File: src/hw/ucfp_consts.vh
// Constants for the undercurrent fault policy block
`ifndef UCFP_CONSTS_VH
`define UCFP_CONSTS_VH
`define UCFP_CMD_POLICY 8'he6
`define UCFP_POLICY_RESET 8'h00
`define UCFP_RESP_MSB 7
`define UCFP_RESP_LSB 6
`define UCFP_RETRY_MSB 5
`define UCFP_RETRY_LSB 3
`define UCFP_DELAY_MSB 2
`define UCFP_DELAY_LSB 0
`define UCFP_RESP_IGNORE 2'b00
`define UCFP_RESP_CONTINUE 2'b01
`define UCFP_RESP_DISABLE_RETRY 2'b10
`define UCFP_RESP_DISABLE_CLEAR 2'b11
`define UCFP_RETRY_NONE 3'b000
`define UCFP_RETRY_ENDLESS 3'b111
`define UCFP_CLK_HZ 10000000
`define UCFP_OPERATE_UNIT_US 10000
`define UCFP_RESTART_UNIT_US 8200
`define UCFP_OPERATE_UNIT_CYC ((`UCFP_CLK_HZ / 1000000) * `UCFP_OPERATE_UNIT_US)
`define UCFP_RESTART_UNIT_CYC ((`UCFP_CLK_HZ / 1000000) * `UCFP_RESTART_UNIT_US)
`endif

File: src/hw/ucfp_policy.v
// Undercurrent fault policy: config byte, alert, output enable control
`timescale 1ns/1ns
`include "ucfp_consts.vh"

// Operation
// Byte command 0xE6 reads and writes the undercurrent fault policy.
// Any detected fault pulls the alert line low and sets status bit.
// Response 00 keeps the output regulating despite the fault.
// Response 01 runs for the delay, then applies retry setting if fault remains.
// Response 10 disables output immediately, then follows the retry count.
// Response 11 holds output off while fault lasts, re-enables when gone.
// Retry count 000 makes no restart; output stays off until fault cleared.
// Codes 001 to 110 give one to six restarts, then stay off.
// Code 111 retries forever until commanded off, power lost, other fault.
// Restart attempts are spaced by delay field times 8.2 ms.
// Continue-then-act delay is delay field times 10 ms.
// Delay field zero adds no wait before acting or restarting.
module ucfp_policy (
    clk,
    reset_n,
    cmd_code,
    cmd_write,
    cmd_wdata,
    cmd_read,
    cmd_rdata,
    cmd_hit,
    uc_fault_raw,
    output_commanded_on,
    other_fault_shutdown,
    status_clear,
    fault_alert_line_n,
    uc_status_bit,
    output_enable,
    policy_state
);
    input wire clk;
    input wire reset_n;
    input wire [7:0] cmd_code;
    input wire cmd_write;
    input wire [7:0] cmd_wdata;
    input wire cmd_read;
    output reg [7:0] cmd_rdata;
    output wire cmd_hit;
    input wire uc_fault_raw;
    input wire output_commanded_on;
    input wire other_fault_shutdown;
    input wire status_clear;
    output wire fault_alert_line_n;
    output reg uc_status_bit;
    output reg output_enable;
    output reg [2:0] policy_state;

    // Response states, also shown on policy_state:
    // run follows the on command and waits for a fault edge;
    // continue keeps the output on while the operate delay runs;
    // retry wait holds the output off for the restart spacing;
    // attempt turns the output on for one cycle as a restart;
    // hold off waits for the fault to go, latched for fault gone and status clear
    localparam ST_RUN = 3'd0;
    localparam ST_CONTINUE = 3'd1;
    localparam ST_RETRY_WAIT = 3'd2;
    localparam ST_ATTEMPT = 3'd3;
    localparam ST_HOLD_OFF = 3'd4;
    localparam ST_LATCHED = 3'd5;

    // Unit lengths in clock cycles; both fit the timer's 20-bit tick counter
    localparam integer OPERATE_CYC_INT = `UCFP_OPERATE_UNIT_CYC;
    localparam integer RESTART_CYC_INT = `UCFP_RESTART_UNIT_CYC;
    localparam [19:0] OPERATE_CYC = OPERATE_CYC_INT[19:0];
    localparam [19:0] RESTART_CYC = RESTART_CYC_INT[19:0];

    ////////////////////////////////////////////////////////////////////////
    // Input synchronisers, fault comes straight off an analog comparator
    // Two stages: only the second is read, the first may be metastable
    // Status clear and command strobes come from logic on this clock, no sync
    reg [1:0] fault_sync_reg;
    reg [1:0] cmd_on_sync_reg;
    reg [1:0] other_sync_reg;
    wire fault_now;
    wire cmd_on;
    wire other_off;

    always @(posedge clk) begin
        if (!reset_n) begin
            fault_sync_reg <= 2'b00;
            cmd_on_sync_reg <= 2'b00;
            other_sync_reg <= 2'b00;
        end else begin
            fault_sync_reg <= {fault_sync_reg[0], uc_fault_raw};
            cmd_on_sync_reg <= {cmd_on_sync_reg[0], output_commanded_on};
            other_sync_reg <= {other_sync_reg[0], other_fault_shutdown};
        end
    end

    assign fault_now = fault_sync_reg[1];
    assign cmd_on = cmd_on_sync_reg[1];
    assign other_off = other_sync_reg[1];

    ////////////////////////////////////////////////////////////////////////
    // Policy byte register
    // Reset value is ignore, no retries, no delay
    reg [7:0] policy_reg;
    wire [1:0] resp;
    wire [2:0] retry_set;
    wire [2:0] delay_units;

    // Hit is decoded live from the code, so it qualifies both strobes
    assign cmd_hit = (cmd_code == `UCFP_CMD_POLICY);

    always @(posedge clk) begin
        if (!reset_n) begin
            policy_reg <= `UCFP_POLICY_RESET;
        end else if (cmd_write && cmd_hit) begin
            policy_reg <= cmd_wdata;
        end
    end

    // Read data is registered; other codes read zero
    // Zero rather than stale data, so a misaddressed read is easy to spot
    always @(posedge clk) begin
        if (!reset_n) begin
            cmd_rdata <= 8'h00;
        end else if (cmd_read) begin
            cmd_rdata <= cmd_hit ? policy_reg : 8'h00;
        end
    end

    // Field split of the policy byte
    assign resp = policy_reg[`UCFP_RESP_MSB:`UCFP_RESP_LSB];
    assign retry_set = policy_reg[`UCFP_RETRY_MSB:`UCFP_RETRY_LSB];
    assign delay_units = policy_reg[`UCFP_DELAY_MSB:`UCFP_DELAY_LSB];

    ////////////////////////////////////////////////////////////////////////
    // Sticky status bit; a new fault edge wins over a clear
    // Set wins so a clear in the same cycle cannot hide a fresh fault
    reg fault_prev_reg;
    wire fault_rise;

    // Edge detect on the synchronised level; prev resets to the idle level 0
    assign fault_rise = fault_now && !fault_prev_reg;

    always @(posedge clk) begin
        if (!reset_n) begin
            fault_prev_reg <= 1'b0;
            uc_status_bit <= 1'b0;
        end else begin
            fault_prev_reg <= fault_now;
            if (fault_rise) begin
                uc_status_bit <= 1'b1;
            end else if (status_clear) begin
                uc_status_bit <= 1'b0;
            end
        end
    end

    // Alert is low while the status bit stands, in every response mode
    assign fault_alert_line_n = ~uc_status_bit;

    ////////////////////////////////////////////////////////////////////////
    // Shared delay timer, unit length picked by the waiting state
    reg timer_start;
    reg [19:0] timer_unit;
    wire timer_done;

    // The delay field is sampled when the timer starts: rewriting it mid-wait
    // leaves the remaining wait unchanged, a limitation the host must keep in mind
    ucfp_unit_timer u_timer (
        .clk(clk),
        .reset_n(reset_n),
        .start(timer_start),
        .units(delay_units),
        .unit_cycles(timer_unit),
        .done(timer_done)
    );

    ////////////////////////////////////////////////////////////////////////
    // Response state machine
    reg [2:0] state_reg;
    reg [2:0] state_next;
    reg [2:0] tries_reg;
    reg [2:0] tries_next;
    reg timer_armed_reg;
    reg timer_armed_next;
    wire retries_left;

    // Code 111 never runs out; others compare against the used count
    assign retries_left = (retry_set == `UCFP_RETRY_ENDLESS) ||
        (tries_reg < retry_set);

    always @* begin
        state_next = state_reg;
        tries_next = tries_reg;
        timer_armed_next = timer_armed_reg;
        timer_start = 1'b0;
        timer_unit = RESTART_CYC;
        case (state_reg)
            ST_RUN: begin
                // Every new fault starts with a fresh retry budget
                tries_next = 3'h0;
                if (fault_rise) begin
                    case (resp)
                        `UCFP_RESP_IGNORE: state_next = ST_RUN;
                        `UCFP_RESP_CONTINUE: begin
                            state_next = ST_CONTINUE;
                            timer_start = 1'b1;
                        end
                        `UCFP_RESP_DISABLE_RETRY: begin
                            state_next = ST_RETRY_WAIT;
                            timer_armed_next = 1'b0;
                        end
                        default: state_next = ST_HOLD_OFF;
                    endcase
                end
            end
            ST_CONTINUE: begin
                timer_unit = OPERATE_CYC;
                // Fault gone before the delay ends: carry on as if nothing happened
                if (!fault_now) begin
                    state_next = ST_RUN;
                end else if (timer_done) begin
                    // Fault outlived the delay: shut down and use retries
                    state_next = ST_RETRY_WAIT;
                    timer_armed_next = 1'b0;
                end
            end
            ST_RETRY_WAIT: begin
                timer_unit = RESTART_CYC;
                // Arm the timer once per wait, then wait for it to expire
                if (!retries_left) begin
                    state_next = ST_LATCHED;
                end else if (!timer_armed_reg) begin
                    timer_start = 1'b1;
                    timer_armed_next = 1'b1;
                end else if (timer_done) begin
                    state_next = ST_ATTEMPT;
                    timer_armed_next = 1'b0;
                    if (retry_set != `UCFP_RETRY_ENDLESS) begin
                        tries_next = tries_reg + 3'h1;
                    end
                end
            end
            ST_ATTEMPT: begin
                // One cycle with output on; a live fault counts as failed restart
                if (fault_now) begin
                    state_next = ST_RETRY_WAIT;
                end else begin
                    state_next = ST_RUN;
                end
            end
            ST_HOLD_OFF: begin
                // No retry budget here; fault gone, command off or another shutdown ends it
                if (!fault_now) begin
                    state_next = ST_RUN;
                end
            end
            ST_LATCHED: begin
                // Stays off until the fault is gone and its status cleared
                if (!fault_now && !uc_status_bit) begin
                    state_next = ST_RUN;
                end
            end
            // Unused codes fall back to run
            default: state_next = ST_RUN;
        endcase
        // Output commanded off or another shutdown ends any retry loop
        // The retry budget is cleared too, so a later fault starts afresh
        if ((!cmd_on || other_off) && state_reg != ST_RUN) begin
            state_next = ST_RUN;
            tries_next = 3'h0;
        end
    end

    // State, retry count and timer arm flag
    always @(posedge clk) begin
        if (!reset_n) begin
            state_reg <= ST_RUN;
            tries_reg <= 3'h0;
            timer_armed_reg <= 1'b0;
        end else begin
            state_reg <= state_next;
            tries_reg <= tries_next;
            timer_armed_reg <= timer_armed_next;
        end
    end

    ////////////////////////////////////////////////////////////////////////
    // Registered outputs: enable follows state and external command
    // Reset leaves the output off until the synchronised on command arrives
    // An attempt still obeys the on command and other shutdowns
    always @(posedge clk) begin
        if (!reset_n) begin
            output_enable <= 1'b0;
            policy_state <= ST_RUN;
        end else begin
            policy_state <= state_next;
            case (state_next)
                ST_RUN: output_enable <= cmd_on && !other_off;
                ST_CONTINUE: output_enable <= cmd_on && !other_off;
                ST_ATTEMPT: output_enable <= cmd_on && !other_off;
                default: output_enable <= 1'b0;
            endcase
        end
    end
endmodule // ucfp_policy

File: src/hw/ucfp_unit_timer.v
// Delay timer counting whole units of a programmable length
`timescale 1ns/1ns
module ucfp_unit_timer (
    clk,
    reset_n,
    start,
    units,
    unit_cycles,
    done
);
    input wire clk;
    input wire reset_n;
    input wire start;
    input wire [2:0] units;
    input wire [19:0] unit_cycles;
    output reg done;

    reg [19:0] tick_reg;
    reg [2:0] left_reg;
    reg run_reg;

    // Zero units ends on the next edge, so a zero delay adds no wait
    always @(posedge clk) begin
        if (!reset_n) begin
            tick_reg <= 20'h00000;
            left_reg <= 3'h0;
            run_reg <= 1'b0;
            done <= 1'b0;
        end else begin
            done <= 1'b0;
            if (start) begin
                tick_reg <= 20'h00000;
                left_reg <= units;
                run_reg <= 1'b1;
            end else if (run_reg) begin
                if (left_reg == 3'h0) begin
                    run_reg <= 1'b0;
                    done <= 1'b1;
                end else if (tick_reg == unit_cycles - 20'h00001) begin
                    tick_reg <= 20'h00000;
                    left_reg <= left_reg - 3'h1;
                end else begin
                    tick_reg <= tick_reg + 20'h00001;
                end
            end
        end
    end
endmodule // ucfp_unit_timer

File: config.mk
export PLATFORM = sky130hd
export DESIGN_NAME = ucfp_policy
export DESIGN_NICKNAME = d
export VERILOG_FILES = /design/src/hw/ucfp_policy.v /design/src/hw/ucfp_unit_timer.v
export VERILOG_INCLUDE_DIRS = /design/src /design/src/hw
export SDC_FILE = /design/constraint.sdc
export NUM_CORES = 1
export LEC_CHECK = 0
export ABC_CLOCK_PERIOD_IN_PS = 3700
export BUFFER_PORTS_ARGS = -buffer_cell sky130_fd_sc_hd__buf_2
export CAP_MARGIN = 15
export CORE_MARGIN = 3
export CORE_UTILIZATION = 40
export DETAILED_ROUTE_END_ITERATION = 10
export GPL_ROUTABILITY_DRIVEN = 0
export GPL_TIMING_DRIVEN = 0
export PLACE_DENSITY = 0.6
export SLEW_MARGIN = 20
export SYNTH_ARGS = -nofsm -noshare
export SYNTH_HDL_FRONTEND = slang
export SYNTH_SLANG_ARGS = --single-unit
File: constraint.sdc
create_clock -name clk -period 3.7 [get_ports clk]
set_input_delay 0.37 -clock clk [delete_from_list [all_inputs] [get_ports clk]]
set_output_delay 0.37 -clock clk [all_outputs]
set_load 0.1 [all_outputs]
==> results.json, run 1 <==
{
  "largest_reg_flops": 20,
  "antenna_cells": 0,
  "port_buffers": 37,
  "worstRegToRegCells": 7,
  "worst_pin_slew_ns": 0.628,
  "clk_latency_ns": 0.33,
  "rsz0062_at_grt": "false",
  "track_usage": 0.167,
  "status": "finished, final reports clean",
  "rows": 29,
  "cts_setup_buffers": 0,
  "hold_violations": 0,
  "fp.coreArea_mm2": 0.00653,
  "num_vias": 2321,
  "max_stage_delay_ns": 0.50,
  "syn2layout_area_growth_pct": 19.0,
  "maxCapViolCount": 0,
  "die_w_um": 89.2,
  "dr.pass1.iters": 5,
  "hold_depth": 2,
  "drive_gt1_frac": 0.195,
  "cts_made_buffers": 9,
  "finalClockSkew_ns": 0.00858,
  "worstPathArrival_ns": 1.96,
  "cpMaxStageDelayCell": "buf_2",
  "setup_tns_ns": 0,
  "hold_class": "in2reg",
  "cts_tree": "done",
  "clockBufferDepth": 2,
  "root_buffer": "clkbuf_8",
  "htree_levels": 3,
  "final_common_cell": "dfxtp_1",
  "synth_seq_area_share": 0.412,
  "fillerInstances": 630,
  "synth_top_cell_area_share": 0.412,
  "max-slew-margin-rel": 0.579,
  "synth_cells": 317,
  "dp.final_hpwl_mm": 4.36,
  "overflow": 0,
  "cp.depth": 5,
  "syn-cell-area_mm2": 0.00277,
  "most-common-layout-cells": "dfxtp_1, buf_2, a21oi_1",
  "cts_resized": 0,
  "crit_chain": "buf_2, nand4b_1, nor2_1, clkbuf_1, buf_2",
  "critPathTopFamily": "buffers and inverters",
  "ctsHoldBuffers": 0,
  "final_cells": 447,
  "multi_input_area_mm2": 0.00152,
  "layout_min_cycle_time_ns": 2.33,
  "finalCritPeriodShare": 0.631,
  "rrSetupSlack_ns": 1.41,
  "yosys-top-cells-area": "dfxtp_1, a21oi_1, xnor2_1, nand3_1, nand2b_1",
  "r2r_end": "output_enable$_SDFF_PN0_",
  "slew_violations": 0,
  "syn_nets": 347,
  "path_class": "in2out",
  "dp.cells": 431,
  "ant_nets": 0,
  "register_area_mm2": 0.00114,
  "num_io_pins": 39,
  "hold_end": "fault_sync_reg[0]$_SDFF_PN0_",
  "grt_pass1_vias": 2226,
  "drt_iter0_drc": 120,
  "worstPathMaxFanout": 10,
  "grt_max_degree": 11,
  "yosys.area.top_type": "dfxtp_1",
  "placed_area_mm2": 0.00305,
  "critPathLaunchType": "input port",
  "r2r-start": "policy_reg[5]$_SDFFE_PN0P_",
  "min_from": "uc_fault_raw",
  "path_buf_inv": 3,
  "max_freq_mhz": 428,
  "drcViolationCount": 0,
  "holdWs_ns": 0.245,
  "wl_per_cell_um": 13.4,
  "leakagePower_uw": 0.00119,
  "worstSetupEndpointType": "output pin",
  "power.density_mw_per_mm2": 420,
  "syn_area_per_cell_um2": 8.74,
  "stdcell_area_mm2": 0.00330,
  "routed_wirelength_mm": 6.00,
  "die_y_um": 89.2,
  "clkSinkCount": 57,
  "setup_viol": 0,
  "fin_nets": 395,
  "initial_core_util": 0.424,
  "via_per_inst": 5.19,
  "fp.dieArea_mm2": 0.00796,
  "synth_warnings": 0,
  "cp_common_cell": "buf_2",
  "ys_seq_elements": 57,
  "ys_types": 51,
  "grt_pass1_wl_mm": 10.5,
  "cp.required_ns": 3.33,
  "clkSlewWorstSetupHoldPaths_ns": 0.07,
  "antenna_found_initial": 0,
  "ir_drop_v": 0.000332
}
## metrics by stage
step / setup slack (ns) / utilization / total power, uW
floorplan: 1.00 / - / 663
global placement: 1.37 / 0.467 / 682
detailed placement: 1.36 / 0.467 / 683
CTS: 1.36 / 0.505 / 1400
global route: 1.19 / 0.505 / 1430
finish: 1.37 / 0.505 / 1380
## area by class of cell
| cell class | count | area share |
|---|---|---|
| inverter | 10 | 0.0114 |
| buffer | 12 | 0.0220 |
| clock buffer | 11 | 0.0429 |
| clock inverter | 5 | 0.0311 |
| multi-input combinational | 238 | 0.461 |
| timing repair buffer | 37 | 0.0562 |
| sequential | 57 | 0.346 |
| tap | 77 | 0.0292 |
## cells in the mapped netlist, drive strengths merged
master and number:
nor2 34, or3b 2, mux2i 1, a211oi 2, a2111oi 3, inv 10
o21ai 5, or4bb 1, nand2 23, nor4 1, o211a 1, o211ai 3
ha 6, nand4b 6, nor3b 1, xnor2 16, or4 1, and4b 1
buf 3, or4b 1, o31ai 2, and2 10, nand3b 2, nand4 4
dfxtp 57, a31oi 1, a2bb2oi 2, and3 3, nor2b 1, nand2b 15
nor3 14, clkbuf 9, or2 1, nor4bb 1, a21oi 28, nor4b 1
or3 2, a21o 3, and4 3, nand4bb 1, nand3 27, o21bai 1
o2111ai 3, xor2 5
## worst max-delay path by stage
stage / start / endpoint / slack (ns)
2_1_floorplan: policy_state[1]$_SDFF_PN0_ / u_timer.tick_reg[7]$_SDFFE_PP0P_ / 1.00
3_3_place_gp: cmd_code[3] / cmd_hit / 1.37
3_5_place_dp: cmd_code[3] / cmd_hit / 1.36
4_1_cts: cmd_code[4] / cmd_hit / 1.36
5_1_grt: policy_reg[5]$_SDFFE_PN0P_ / output_enable$_SDFF_PN0_ / 1.19
6_report: cmd_code[4] / cmd_hit / 1.37
## report_power, final
group | total [uW] | switching (uW) | internal, uW | leakage, uW
Sequential | 619 | 1.34 | 618 | 0.000460
Combinational | 49.7 | 30.9 | 18.8 | 0.000606
Clock | 715 | 250 | 465 | 0.000120
## routing by layer
layer | wire (um) | track usage | vias up
met1 | 3080 | 0.230 | 1034
li1 | - | - | 1219
met3 | 277 | 0.0442 | 6
met2 | 2580 | 0.252 | 62
met5 | 0 | 0 | -
met4 | 62 | 0.0609 | 0
## kinds of logic after synthesis
| family | count (synthesis) | synth area share |
|---|---|---|
| AOI/OAI and AO/OA | 54 | 0.132 |
| DFF | 57 | 0.412 |
| adders and majority gates | 6 | 0.0271 |
| muxes | 1 | 0.00361 |
| buffers and inverters | 22 | 0.0397 |
| and+or+nand+nor | 156 | 0.319 |
| xor gates and xnor gates | 21 | 0.0664 |
Power figures use the tool's default switching activity.
==> run 2: changes to the inputs <==
- ABC_AREA: default -> 1
- ABC_CLOCK_PERIOD_IN_PS: 3700 -> 2400
- clock period: 3.7 -> 2.4 ns (I/O delays scaled with it)
==> run 2 against run 1 <==
Against the previous run:
- sequential cell count unchanged
- clock power increased by 57%
- core utilization is 0.64 points lower
- first-iteration DRC count rose by 7.5%
- setup slack lost 0.84 ns
- critical endpoint is now u_timer.tick_reg[2]$_SDFFE_PP0P_
- hold slack got worse by 0.15 ns
- critical path depth is 7 higher
- combinational power rose to 2.6 times the previous value
- via count rose by 13%
- count of clock-buffer cells in the layout shrank 1
- register-to-register slack worse by 0.88 ns
- sequential power rose by 56%
- largest power group unchanged
- highest routed layer unchanged
==> results.json, run 2 <==
{
  "critPathLaunchType": "flip-flop",
  "port_buffers": 37,
  "max-slew-margin-rel": 0.673,
  "grt_max_degree": 12,
  "num_io_pins": 39,
  "syn_area_per_cell_um2": 6.92,
  "cts_setup_buffers": 0,
  "cts_made_buffers": 9,
  "setup_slack_ns": 0.528,
  "htree_levels": 3,
  "synthMuxAreaShare": 0,
  "hold_violations": 0,
  "root_buffer": "clkbuf_8",
  "fin_nets": 492,
  "antenna_found_initial": 0,
  "yosys-top-cells-area": "dfxtp_1, nand2_1, inv_1, nor2_1, a21oi_1",
  "p_comb_frac": 0.059,
  "pre_cts_slack_ns": 0.523,
  "synth_seq_area_share": 0.398,
  "synth.most_common_cell": "nand2_1",
  "hold_class": "in2reg",
  "worstSetupEndpointType": "flip-flop",
  "grt_pass1_wl_mm": 10.4,
  "clockPowerShare": 0.506,
  "netlist_top_cells_count": "nand2_1, dfxtp_1, inv_1",
  "cp.required_ns": 2.64,
  "synthArstFlopShare": 0,
  "layout_min_cycle_time_ns": 1.87,
  "drcViolationCount": 0,
  "p_switching_uw": 504,
  "maxCapViolCount": 0,
  "status": "finished, final reports clean",
  "drive_gt1_frac": 0.176,
  "fp.coreArea_mm2": 0.00687,
  "ant_nets": 0,
  "rsz0062_at_grt": "false",
  "drt_iter0_drc": 129,
  "finalClockSkew_ns": 0.00882,
  "routed_wirelength_mm": 6.03,
  "dr.pass1.iters": 4,
  "ys_types": 35,
  "yosys.area.top_type": "dfxtp_1",
  "power_frac_seq": 0.435,
  "via_per_inst": 4.66,
  "cts_resized": 0,
  "rows": 30,
  "clockBufferDepth": 2,
  "num_vias": 2626,
  "path_class": "reg2reg",
  "syn_nets": 444,
  "synth_cells": 414,
  "finalCritPeriodShare": 0.780,
  "die_y_um": 90.6,
  "worst_pin_slew_ns": 0.493,
  "power.internal_uw": 1710,
  "clkSlewWorstSetupHoldPaths_ns": 0.07,
  "grt_pass1_vias": 2371,
  "synth-compound-area-share": 0.0957,
  "worstPathArrival_ns": 2.11,
  "cts_tree": "done",
  "setup_tns_ns": 0,
  "synth-edff-count": 0,
  "ir_drop_v": 0.000327,
  "syn2layout_area_growth_pct": 19.5,
  "wl_per_cell_um": 10.7,
  "synth_xor_area_frac": 0.0306,
  "synth_ff_type": "dfxtp_1",
  "ctsHoldBuffers": 0,
  "initial_core_util": 0.417,
  "clk_latency_ns": 0.33,
  "dp.final_hpwl_mm": 4.61,
  "power.density_mw_per_mm2": 647,
  "antenna_cells": 0,
  "synth_top_family_by_area": "simple AND/OR/NAND/NOR gates",
  "setup_viol": 0,
  "ys_seq_elements": 57,
  "overflow": 0,
  "max_freq_mhz": 534,
  "track_usage": 0.154,
  "synthAdderAreaFrac": 0.0262,
  "yosys.area_share.simple": 0.362,
  "worstPathMaxFanout": 9,
  "largest_reg_flops": 20,
  "syn-cell-area_mm2": 0.00286,
  "synth_top_cell_area_share": 0.398,
  "leakagePower_uw": 0.00151,
  "switching_share": 0.228,
  "die_w_um": 90.6,
  "most-common-layout-cells": "nand2_1, dfxtp_1, inv_1",
  "clkSinkCount": 57,
  "slew_violations": 0,
  "synth_warnings": 0,
  "fp.dieArea_mm2": 0.00821,
  "final_common_cell": "nand2_1"
}
## run 2: kinds of logic (layout without fill, tap and decap cells)
| kind of cell | after synthesis | after routing |
|---|---|---|
| and+or+nand+nor | 227 | 227 |
| buffers and inverters | 63 | 116 |
| DFF | 57 | 57 |
| AOI/OAI and AO/OA | 51 | 51 |
| xor gates and xnor gates | 10 | 10 |
| adders and majority gates | 6 | 6 |
## run 2: power by group through the flow
stage	Combinational [uW]	Clock (uW)	Sequential (uW)
6_report	130	1120	964
4_1_cts	132	1150	963
3_3_place_gp	131	0	985
2_1_floorplan	39.3	0	1040
3_5_place_dp	131	0	985
5_1_grt	141	1180	964
## run 2: critical path, stage by stage, from the launching register on
cell and delay, ns:
dfxtp_1 0.38, inv_1 0.07, ha_1 0.29, nand2_1 0.05, inv_1 0.04, nand2_1 0.04, nand2_1 0.05, nand2_1 0.12
nand2_2 0.12, nand2_2 0.10, inv_2 0.13, nand2_2 0.16, a211oi_1 0.23
## run 2: worst paths after layout
| kind | to | slack [ns] | startpoint | depth (start not counted) |
|---|---|---|---|---|
| worst max-delay path | u_timer.tick_reg[2]$_SDFFE_PP0P_ | 0.53 | policy_reg[5]$_SDFFE_PN0P_ | 12 |
| worst min-delay path | fault_sync_reg[0]$_SDFF_PN0_ | 0.09 | uc_fault_raw | 3 |
| worst max register to register | u_timer.tick_reg[2]$_SDFFE_PP0P_ | 0.53 | policy_reg[5]$_SDFFE_PN0P_ | 12 |
| worst min register to register | other_sync_reg[1]$_SDFF_PN0_ | 0.41 | other_sync_reg[0]$_SDFF_PN0_ | 2 |
## run 2: metal layers
layer  share of wire  global-route usage  up-vias
li1                -                   -     1410
met1            0.53               0.215     1160
met2            0.42               0.230       45
met3           0.034              0.0267       11
met4           0.017              0.0727        0
met5               0                   0        -
## run 2: cell type report
type | instances | area (um2)
clock buffer | 10 | 138
inverter | 55 | 206
timing repair buffer | 37 | 185
buffer | 8 | 42.5
multi-input combinational | 294 | 1470
tap | 96 | 120
clock inverter | 6 | 115
fill | 709 | 3450
sequential | 57 | 1140
## run 2: through the flow
stage                     area [um2]  hold WS (ns)  utilization  power, uW  instances
after floorplan                 2860         0.338            -       1080        414
after global placement          3170         0.393        0.461       1120        547
after detailed placement        3170         0.403        0.461       1120        547
after CTS                       3420        0.0738        0.498       2240        563
after global routing            3420         0.105        0.498       2290        563
final                           3420        0.0919        0.498       2210        563
